<file path="src/cs_clock_map.svh">
// Register indices, field positions, reset values and timing figures of the clock select block
`ifndef CS_CLOCK_MAP_SVH
`define CS_CLOCK_MAP_SVH
`define CS_IDX_SRC     14'h1c00
`define CS_IDX_ST3     14'h1c01
`define CS_IDX_BOOT    14'h1c02
`define CS_IDX_STAT    14'h1c03
`define CS_IDX_SLEW    14'h1c16
`define CS_OFF_BIT     0
`define CS_GO_BIT      0
`define CS_REF_LSB     1
`define CS_REF_MSB     2
`define CS_BYP_BIT     3
`define CS_MULT_LSB    4
`define CS_MULT_MSB    15
`define CS_SRC_LSB     0
`define CS_SRC_MSB     1
`define CS_SLEW_RST    16'h0000
`define CS_MULT_RST    12'h001
`define CS_PLL_MAX_HZ  120000000
`define CS_OSC_HZ      32768
`define CS_REF0_HZ     11289600
`define CS_REF1_HZ     12000000
`define CS_REF2_HZ     12288000
`define CS_SPI_HZ      500000
`define CS_I2C_HZ      400000
`define CS_CEIL(a, b)  (((a) + (b) - 1) / (b))
`define CS_DBG_DIV     8'h04
`endif

</file>
<file path="src/cs_clock_pkg.sv">
// Types shared by the clock select block
package cs_clock_pkg;

  typedef enum logic [1:0] {
    CS_BOOT_WAIT = 2'h0,
    CS_BOOT_LOAD = 2'h1,
    CS_BOOT_DONE = 2'h3
  } cs_boot_t;

  typedef enum logic [1:0] {
    CS_SRC_SYSREF = 2'h0,
    CS_SRC_PLL    = 2'h1,
    CS_SRC_RTC    = 2'h2,
    CS_SRC_DIV    = 2'h3
  } cs_src_t;

  typedef struct packed {
    cs_src_t     src;
    logic        off;
    logic [1:0]  ref_sel;
    logic        bypass;
    logic [11:0] mult;
    logic [15:0] slew;
    logic [7:0]  spi_div;
    logic [7:0]  i2c_div;
  } cs_regs_t;

  typedef struct packed {
    logic        rd;
    logic        wr;
    logic [29:0] addr;
  } cs_bus_t;

endpackage

</file>
<file path="src/cs_clock_select.sv">
// Clock source select, debug clock output control and their AHB-Lite registers
//
// Implementation choice: the AHB-Lite register port.
`timescale 1ns/1ps
`include "cs_clock_map.svh"

////////////////////////////////////////////////////////////////////////////////
module cs_clock_select (
  input  wire logic        mclk,
  input  wire logic        reset_n,
  input  wire logic        clock_select_strap,
  input  wire logic        osc_32k_clock,
  input  wire logic        external_reference_clock_input,
  input  wire logic        pll_output_clock,
  input  wire logic        hsel,
  input  wire logic [31:0] haddr,
  input  wire logic [1:0]  htrans,
  input  wire logic        hwrite,
  input  wire logic [2:0]  hsize,
  input  wire logic [31:0] hwdata,
  input  wire logic        hready,
  output logic      [31:0] hrdata,
  output logic             hreadyout,
  output logic             hresp,
  output logic             sys_ref_clock,
  output logic             rtc_clock,
  output logic             debug_clock_output_pin,
  output logic             debug_clock_output_oe,
  output logic      [15:0] debug_clock_slew,
  output logic             pll_bypass,
  output logic      [11:0] pll_mult,
  output logic      [7:0]  spi_clock_divider,
  output logic      [7:0]  i2c_clock_divider
);

  //////////////////////////////////////////////////////////////////////////////
  // Derived limits and boot divisors

  localparam logic [11:0] MAX_OSC  = 12'(`CS_PLL_MAX_HZ / `CS_OSC_HZ);
  localparam logic [11:0] MAX_REF0 = 12'(`CS_PLL_MAX_HZ / `CS_REF0_HZ);
  localparam logic [11:0] MAX_REF1 = 12'(`CS_PLL_MAX_HZ / `CS_REF1_HZ);
  localparam logic [11:0] MAX_REF2 = 12'(`CS_PLL_MAX_HZ / `CS_REF2_HZ);
  localparam logic [7:0]  SPI_OSC  = 8'(`CS_CEIL(`CS_OSC_HZ, `CS_SPI_HZ));
  localparam logic [7:0]  SPI_REF0 = 8'(`CS_CEIL(`CS_REF0_HZ, `CS_SPI_HZ));
  localparam logic [7:0]  SPI_REF1 = 8'(`CS_CEIL(`CS_REF1_HZ, `CS_SPI_HZ));
  localparam logic [7:0]  SPI_REF2 = 8'(`CS_CEIL(`CS_REF2_HZ, `CS_SPI_HZ));
  localparam logic [7:0]  I2C_OSC  = 8'(`CS_CEIL(`CS_OSC_HZ, `CS_I2C_HZ));
  localparam logic [7:0]  I2C_REF0 = 8'(`CS_CEIL(`CS_REF0_HZ, `CS_I2C_HZ));
  localparam logic [7:0]  I2C_REF1 = 8'(`CS_CEIL(`CS_REF1_HZ, `CS_I2C_HZ));
  localparam logic [7:0]  I2C_REF2 = 8'(`CS_CEIL(`CS_REF2_HZ, `CS_I2C_HZ));

  // Multiplier ceiling for the current reference; rounding down keeps PLL out in range
  function automatic logic [11:0] mult_max(input logic strap, input logic [1:0] sel);
    if (!strap)
      return MAX_OSC;
    unique case (sel)
      2'h0:    return MAX_REF0;
      2'h1:    return MAX_REF1;
      default: return MAX_REF2;
    endcase
  endfunction

  // Divisors round up so the serial clocks never exceed their target rates
  function automatic logic [15:0] boot_divs(input logic strap, input logic [1:0] sel);
    if (!strap)
      return {I2C_OSC, SPI_OSC};
    unique case (sel)
      2'h0:    return {I2C_REF0, SPI_REF0};
      2'h1:    return {I2C_REF1, SPI_REF1};
      default: return {I2C_REF2, SPI_REF2};
    endcase
  endfunction

  //////////////////////////////////////////////////////////////////////////////
  // State

  cs_clock_pkg::cs_regs_t regs;
  cs_clock_pkg::cs_regs_t next_regs;
  cs_clock_pkg::cs_bus_t  bus;
  cs_clock_pkg::cs_bus_t  next_bus;
  cs_clock_pkg::cs_boot_t boot;
  cs_clock_pkg::cs_boot_t next_boot;
  logic        strap;
  logic        next_strap;
  logic        strap_caught;
  logic        next_strap_caught;
  logic        sysref;
  logic        next_sysref;
  logic        rtc;
  logic        next_rtc;
  logic        pin;
  logic        next_pin;
  logic        oe;
  logic        next_oe;
  logic [7:0]  div_cnt;
  logic [7:0]  next_div_cnt;
  logic        div_clk;
  logic        next_div_clk;
  logic [31:0] rdata;
  logic [31:0] next_rdata;
  logic        ready;
  logic        next_ready;
  logic        boot_go;
  logic        wr_hit;
  logic [11:0] cap;
  logic [11:0] wr_mult;
  logic [15:0] divs;
  logic        tap_pll;

  //////////////////////////////////////////////////////////////////////////////
  // Register read mux; unmapped words read as zero

  function automatic logic [31:0] rd_mux(input logic [29:0] a,
                                         input cs_clock_pkg::cs_regs_t r,
                                         input logic s,
                                         input cs_clock_pkg::cs_boot_t b);
    logic [31:0] d;
    d = 32'h0000_0000;
    if (a == 30'(`CS_IDX_SRC))
      d[`CS_SRC_MSB:`CS_SRC_LSB] = r.src;
    else if (a == 30'(`CS_IDX_ST3))
      d[`CS_OFF_BIT] = r.off;
    else if (a == 30'(`CS_IDX_BOOT))
    begin
      d[`CS_REF_MSB:`CS_REF_LSB]   = r.ref_sel;
      d[`CS_BYP_BIT]               = r.bypass;
      d[`CS_MULT_MSB:`CS_MULT_LSB] = r.mult;
    end
    else if (a == 30'(`CS_IDX_STAT))
      d = {8'h00, r.i2c_div, r.spi_div, 5'h00, b, s};
    else if (a == 30'(`CS_IDX_SLEW))
      d[15:0] = r.slew;
    return d;
  endfunction

  //////////////////////////////////////////////////////////////////////////////
  // Next-state logic

  always_comb
  begin
    next_regs         = regs;
    next_bus          = bus;
    next_boot         = boot;
    next_rdata        = rdata;
    next_ready        = 1'b1;
    boot_go           = 1'b0;
    // Strap is caught once after reset release and never resampled
    next_strap        = strap_caught ? strap : clock_select_strap;
    next_strap_caught = 1'b1;

    // Bus: writes are zero-wait, reads take one wait state so they see prior writes
    wr_hit  = bus.wr;
    wr_mult = hwdata[`CS_MULT_MSB:`CS_MULT_LSB];
    cap     = mult_max(strap, hwdata[`CS_REF_MSB:`CS_REF_LSB]);
    if (bus.rd)
    begin
      next_rdata  = rd_mux(bus.addr, regs, strap, boot);
      next_bus.rd = 1'b0;
    end
    if (wr_hit)
    begin
      next_bus.wr = 1'b0;
      if (bus.addr == 30'(`CS_IDX_SRC))
        next_regs.src = cs_clock_pkg::cs_src_t'(hwdata[`CS_SRC_MSB:`CS_SRC_LSB]);
      else if (bus.addr == 30'(`CS_IDX_ST3))
        next_regs.off = hwdata[`CS_OFF_BIT];
      else if (bus.addr == 30'(`CS_IDX_BOOT))
      begin
        next_regs.ref_sel = hwdata[`CS_REF_MSB:`CS_REF_LSB];
        next_regs.bypass  = hwdata[`CS_BYP_BIT];
        next_regs.mult    = (wr_mult > cap) ? cap : wr_mult;
        boot_go           = hwdata[`CS_GO_BIT];
      end
      else if (bus.addr == 30'(`CS_IDX_SLEW))
        next_regs.slew = hwdata[15:0];
    end
    if (hsel && htrans[1] && hready)
    begin
      next_bus.addr = haddr[31:2];
      next_bus.wr   = hwrite;
      next_bus.rd   = !hwrite;
      next_ready    = hwrite;
    end

    // Divisors follow the latest reference select; the caught strap fixes the source
    divs = boot_divs(strap, regs.ref_sel);

    // Boot sequence: hardware settings win over a same-cycle software write
    unique case (boot)
      cs_clock_pkg::CS_BOOT_WAIT:
        if (boot_go)
          next_boot = cs_clock_pkg::CS_BOOT_LOAD;
      cs_clock_pkg::CS_BOOT_LOAD:
      begin
        next_regs.off     = 1'b1;
        next_regs.bypass  = 1'b1;
        next_regs.spi_div = divs[7:0];
        next_regs.i2c_div = divs[15:8];
        next_boot         = cs_clock_pkg::CS_BOOT_DONE;
      end
      cs_clock_pkg::CS_BOOT_DONE:
        next_boot = boot;
      default:
        next_boot = cs_clock_pkg::CS_BOOT_WAIT;
    endcase

    // Reference routing; the external input is never looked at while select is low
    next_sysref = strap ? external_reference_clock_input : osc_32k_clock;
    next_rtc    = osc_32k_clock;

    // Slow debug tap from a toggle divider
    next_div_clk = div_clk;
    next_div_cnt = div_cnt + 8'h01;
    if (div_cnt == `CS_DBG_DIV - 8'h01)
    begin
      next_div_cnt = 8'h00;
      next_div_clk = !div_clk;
    end

    tap_pll = regs.bypass ? sysref : pll_output_clock;
    unique case (regs.src)
      cs_clock_pkg::CS_SRC_SYSREF: next_pin = sysref;
      cs_clock_pkg::CS_SRC_PLL:    next_pin = tap_pll;
      cs_clock_pkg::CS_SRC_RTC:    next_pin = rtc;
      cs_clock_pkg::CS_SRC_DIV:    next_pin = div_clk;
    endcase
    next_oe = !next_regs.off;
    if (!next_oe)
      next_pin = 1'b0;
  end

  //////////////////////////////////////////////////////////////////////////////
  // Registers

  always_ff @(posedge mclk or negedge reset_n)
  begin
    if (!reset_n)
    begin
      regs         <= '{src: cs_clock_pkg::CS_SRC_SYSREF, off: 1'b0, ref_sel: 2'h0,
                        bypass: 1'b0, mult: `CS_MULT_RST, slew: `CS_SLEW_RST,
                        spi_div: 8'h00, i2c_div: 8'h00};
      bus          <= '{rd: 1'b0, wr: 1'b0, addr: 30'h0000_0000};
      boot         <= cs_clock_pkg::CS_BOOT_WAIT;
      strap        <= 1'b0;
      strap_caught <= 1'b0;
      sysref       <= 1'b0;
      rtc          <= 1'b0;
      pin          <= 1'b0;
      oe           <= 1'b1;
      div_cnt      <= 8'h00;
      div_clk      <= 1'b0;
      rdata        <= 32'h0000_0000;
      ready        <= 1'b1;
    end
    else
    begin
      regs         <= next_regs;
      bus          <= next_bus;
      boot         <= next_boot;
      strap        <= next_strap;
      strap_caught <= next_strap_caught;
      sysref       <= next_sysref;
      rtc          <= next_rtc;
      pin          <= next_pin;
      oe           <= next_oe;
      div_cnt      <= next_div_cnt;
      div_clk      <= next_div_clk;
      rdata        <= next_rdata;
      ready        <= next_ready;
    end
  end

  //////////////////////////////////////////////////////////////////////////////
  // Outputs, each taken from a flip-flop except hresp, which is tied low

  // Every transfer answers OKAY; unmapped words are simply ignored
  // Transfer size is not decoded: only whole aligned words are supported
  assign hrdata                 = rdata;
  assign hreadyout              = ready;
  assign hresp                  = 1'b0;
  assign sys_ref_clock          = sysref;
  assign rtc_clock              = rtc;
  assign debug_clock_output_pin = pin;
  assign debug_clock_output_oe  = oe;
  assign debug_clock_slew       = regs.slew;
  assign pll_bypass             = regs.bypass;
  assign pll_mult               = regs.mult;
  assign spi_clock_divider      = regs.spi_div;
  assign i2c_clock_divider      = regs.i2c_div;

endmodule // cs_clock_select

</file>
<file path="config.mk">
export PLATFORM = sky130hd
export DESIGN_NAME = cs_clock_select
export DESIGN_NICKNAME = d
export VERILOG_FILES = /design/src/cs_clock_pkg.sv /design/src/cs_clock_select.sv
export VERILOG_INCLUDE_DIRS = /design/src
export SDC_FILE = /design/constraint.sdc
export NUM_CORES = 1
export LEC_CHECK = 0
export BUFFER_PORTS_ARGS = -buffer_cell sky130_fd_sc_hd__buf_2
export CAP_MARGIN = 25
export CORE_MARGIN = 1
export CORE_UTILIZATION = 47
export CTS_CLUSTER_SIZE = 20
export DETAILED_ROUTE_END_ITERATION = 7
export MAX_ROUTING_LAYER = met4
export PLACE_DENSITY = 0.78
export SYNTH_ARGS = -nofsm -noshare
export SYNTH_HDL_FRONTEND = slang
export SYNTH_SLANG_ARGS = --single-unit
</file>
<file path="constraint.sdc">
create_clock -name mclk -period 2.45 [get_ports mclk]
set_clock_uncertainty 0.1 [all_clocks]
set_input_delay 0.1225 -clock mclk [delete_from_list [all_inputs] [get_ports mclk]]
set_output_delay 0.1225 -clock mclk [all_outputs]
set_load 0.03 [all_outputs]
</file>
==> flow_metrics.py <==
metrics = {
    "timing": {
        "whs_ns": 0.140,
        "relSlewSlack_pct": 58.0,
        "period_share_pct": 97.5,
        "timing.setup.tns_ns": 0,
        "timing.final.crit_period_ns": 2.39,
        "setup_viol": 0,
        "fmax_ghz": 0.418,
        "hold_violations": 0,
        "tightestPinTransition_ns": 0.630,
        "drv_slew": 0,
    },
    "clock_tree": {
        "insertion_delay_ns": 0.37,
        "cts_tree": "yes",
        "cts_sinks": 107,
        "clk_pin_slew_ns": 0.10,
        "clockRootBuffer": "clkbuf_8",
        "htree_levels": 3,
        "cts_buffers": 9,
        "max-clock-path-buffers": 2,
    },
    "synth": {
        "synth-main-ff-cell": "dfrtp_1",
        "synth-edff-count": 0,
        "ys_top_cells_by_count": "dfrtp_1 (104), buf_4 (58), mux2_2 (42), inv_1 (28), o21ai_0 (19)",
        "syn_inst": 444,
        "synthDominantCellAreaShare_pct": 49.7,
        "async_reset_ff_share_pct": 100,
        "synth.avg_cell_area_um2": 11.8,
        "synth_seq_cells": 107,
        "yosysMostFrequentCell": "dfrtp_1",
        "synth_seq_area_share_pct": 51.2,
        "synth.largest_area_cell": "dfrtp_1",
        "netlist-cell-type-count": 61,
        "synthesis.area_um2": 5240,
        "yosysWarningCount": 0,
        "synth.top_cells.by_area": "dfrtp_1 (50%), mux2_2 (9.0%), buf_4 (8.3%)",
    },
    "pwr": {
        "vdd_drop_max_uv": 360,
        "cellPowerDensity_nw_per_um2": 558,
        "power_leakage_nw": 3.08,
    },
    "worst_setup_path": {
        "max_stage_delay_ns": 0.50,
        "cp_slowest_cell": "or3b_2",
        "critPathKind": "reg2reg",
        "startpoint_type": "flip-flop",
        "critPathRequiredTime_ns": 2.60,
        "cp_cell_sequence": "buf_4, ha_1, nand4bb_1, a211o_1, and4_1, or3b_2, a31o_2",
        "critPathCaptureType": "flip-flop",
        "cp.arrival_ns": 2.54,
        "critical_path.max_fanout": 5,
    },
    "drt": {
        "viasPerCell": 5.22,
        "detail-route-antenna-nets": 0,
        "vias": 3822,
        "drtIter0Drc": 263,
        "drc_errors": 0,
        "finalWirelength_mm": 11.7,
        "wire_per_inst_um": 16.0,
        "dr.pass1.iters": 4,
    },
    "job": {
        "max_cap_violations": 0,
    },
    "finish": {
        "layoutNonFillerInstCount": 732,
        "fin_area_um2": 6430,
        "nets": 673,
        "diodes": 0,
        "drive_gt1_share_pct": 38.7,
        "syn_to_final_growth_pct": 22.9,
    },
    "grt": {
        "busiest_layer": "met2",
        "grt.met1_usage_pct": 26.5,
        "grt_pass1_wl_mm": 19.3,
        "met2_usage_pct": 38.5,
        "grt_use_total_pct": 22.2,
        "gr-usage-met3_pct": 5.02,
        "antenna_found_initial": 0,
        "grt_pass1_vias": 3941,
        "grt_max_degree": 59,
        "overflow": 0,
    },
    "hold_path": {
        "worstHoldPathType": "in2reg",
    },
    "floorplan": {
        "io_pins": 161,
        "coreArea_um2": 10800,
        "floorplan.die_area_um2": 11600,
        "rows": 38,
        "die_y_um": 108,
        "dieWidth_um": 108,
        "start_util_pct": 48.3,
    },
    "placement": {
        "placed_cells": 662,
        "portBuffers": 120,
        "gp_congestion": 0.830,
        "placement.cell_area_um2": 5700,
        "dp.final_hpwl_mm": 8.06,
    },
    "status": {
        "status": "completed",
    },
}
cell usage in the layout, fill, tap and decap left out, drive strengths merged, types with 7 or more instances in the layout:
cell type      n
conb          19
nor2          16
mux2          52
clkbuf        13
a31oi          7
nand2         11
dfrtp        104
ha             8
buf          139
o22ai         10
nand3         11
dlygate4sd3   51
inv           29
a22oi         13
o21ai         19
nor4           9
power breakdown:
group          total, mW  internal, mW  switching [mW]  leakage, nW
Clock              0.983         0.404           0.579       0.0880
Sequential          2.00          1.88           0.120         1.30
Combinational      0.607         0.299           0.308         1.69
worst max-delay path: cells and delay by family (launching register included):
family | cells | cell delay [ns]
AO/OA/AOI/OAI | 2 | 0.49
buffers and inverters | 1 | 0.14
adder cells (fa/ha/maj) | 1 | 0.28
flip-flops | 1 | 0.45
AND/OR/NAND/NOR | 3 | 0.82
state kept, by name, summed over array words and instances, names as in the netlist, 2 cells and up:
| register | count |
|---|---|
| bus | 31 |
| hrdata | 19 |
| i2c_clock_divider | 3 |
| debug_clock_slew | 16 |
| regs | 5 |
| boot | 2 |
| pll_mult | 12 |
| div_cnt | 8 |
cell type report:
class	count	area, µm²
Sequential cell	107	2680
Clock inverter	3	22.5
Tap cell	140	175
Timing Repair Buffer	190	1270
Fill cell	888	4410
Multi-Input combinational cell	251	2030
Clock buffer	13	149
Inverter	28	105
per-layer routing:
metal | routed length, µm | vias to the layer above
met5 | 0 | -
met4 | 91 | 0
met3 | 684 | 13
met2 | 6070 | 140
met1 | 4860 | 1889
li1 | - | 1780
cells by family after synthesis:
| group | Yosys count | synth area share (%) |
|---|---|---|
| compound gates | 80 | 10.4 |
| mux | 56 | 12.7 |
| xor+xnor | 7 | 1.17 |
| buf+inv | 103 | 11.7 |
| flops | 107 | 51.2 |
| other cells | 2 | 0.143 |
| simple gates | 81 | 10.8 |
| fa+ha+maj | 8 | 1.91 |
worst paths after layout:
| check | cells after the start | slack (ns) | to | start |
|---|---|---|---|---|
| max | 7 | 0.06 | pll_mult[1] | strap |
| min | 4 | 0.14 | debug_clock_output_pin | pll_output_clock |
| max reg2reg | 7 | 0.06 | pll_mult[1] | strap |
| min reg2reg | 0 | 0.33 | boot[1] | boot[0] |
| max in group asynchronous | 3 | 1.27 | pll_mult[0] | reset_n |
| min in group asynchronous | 2 | 0.20 | bus[7] | reset_n |
per-stage QoR:
stage | power (mW) | util, % | setup WS (ns)
after floorplan | 2.40 | - | 0.0545
after global routing | 3.76 | 59.4 | -0.00883
after CTS | 3.60 | 58.9 | 0.00697
after global placement | 2.53 | 52.6 | 0.105
final | 3.59 | 59.4 | 0.0604
after detailed placement | 2.56 | 52.6 | 0.00497
repair_timing:
item | 4_1_cts | 5_1_grt
buffers inserted | 0 | 3
pin swaps | 0 | 1
hold buffers | 51 | 0
endpoints found under the setup margin | 2 | 23
endpoints found under the hold margin | 116 | 0
gates resized for setup | 1 | 4
No activity file was read; power rests on OpenSTA's default activity.
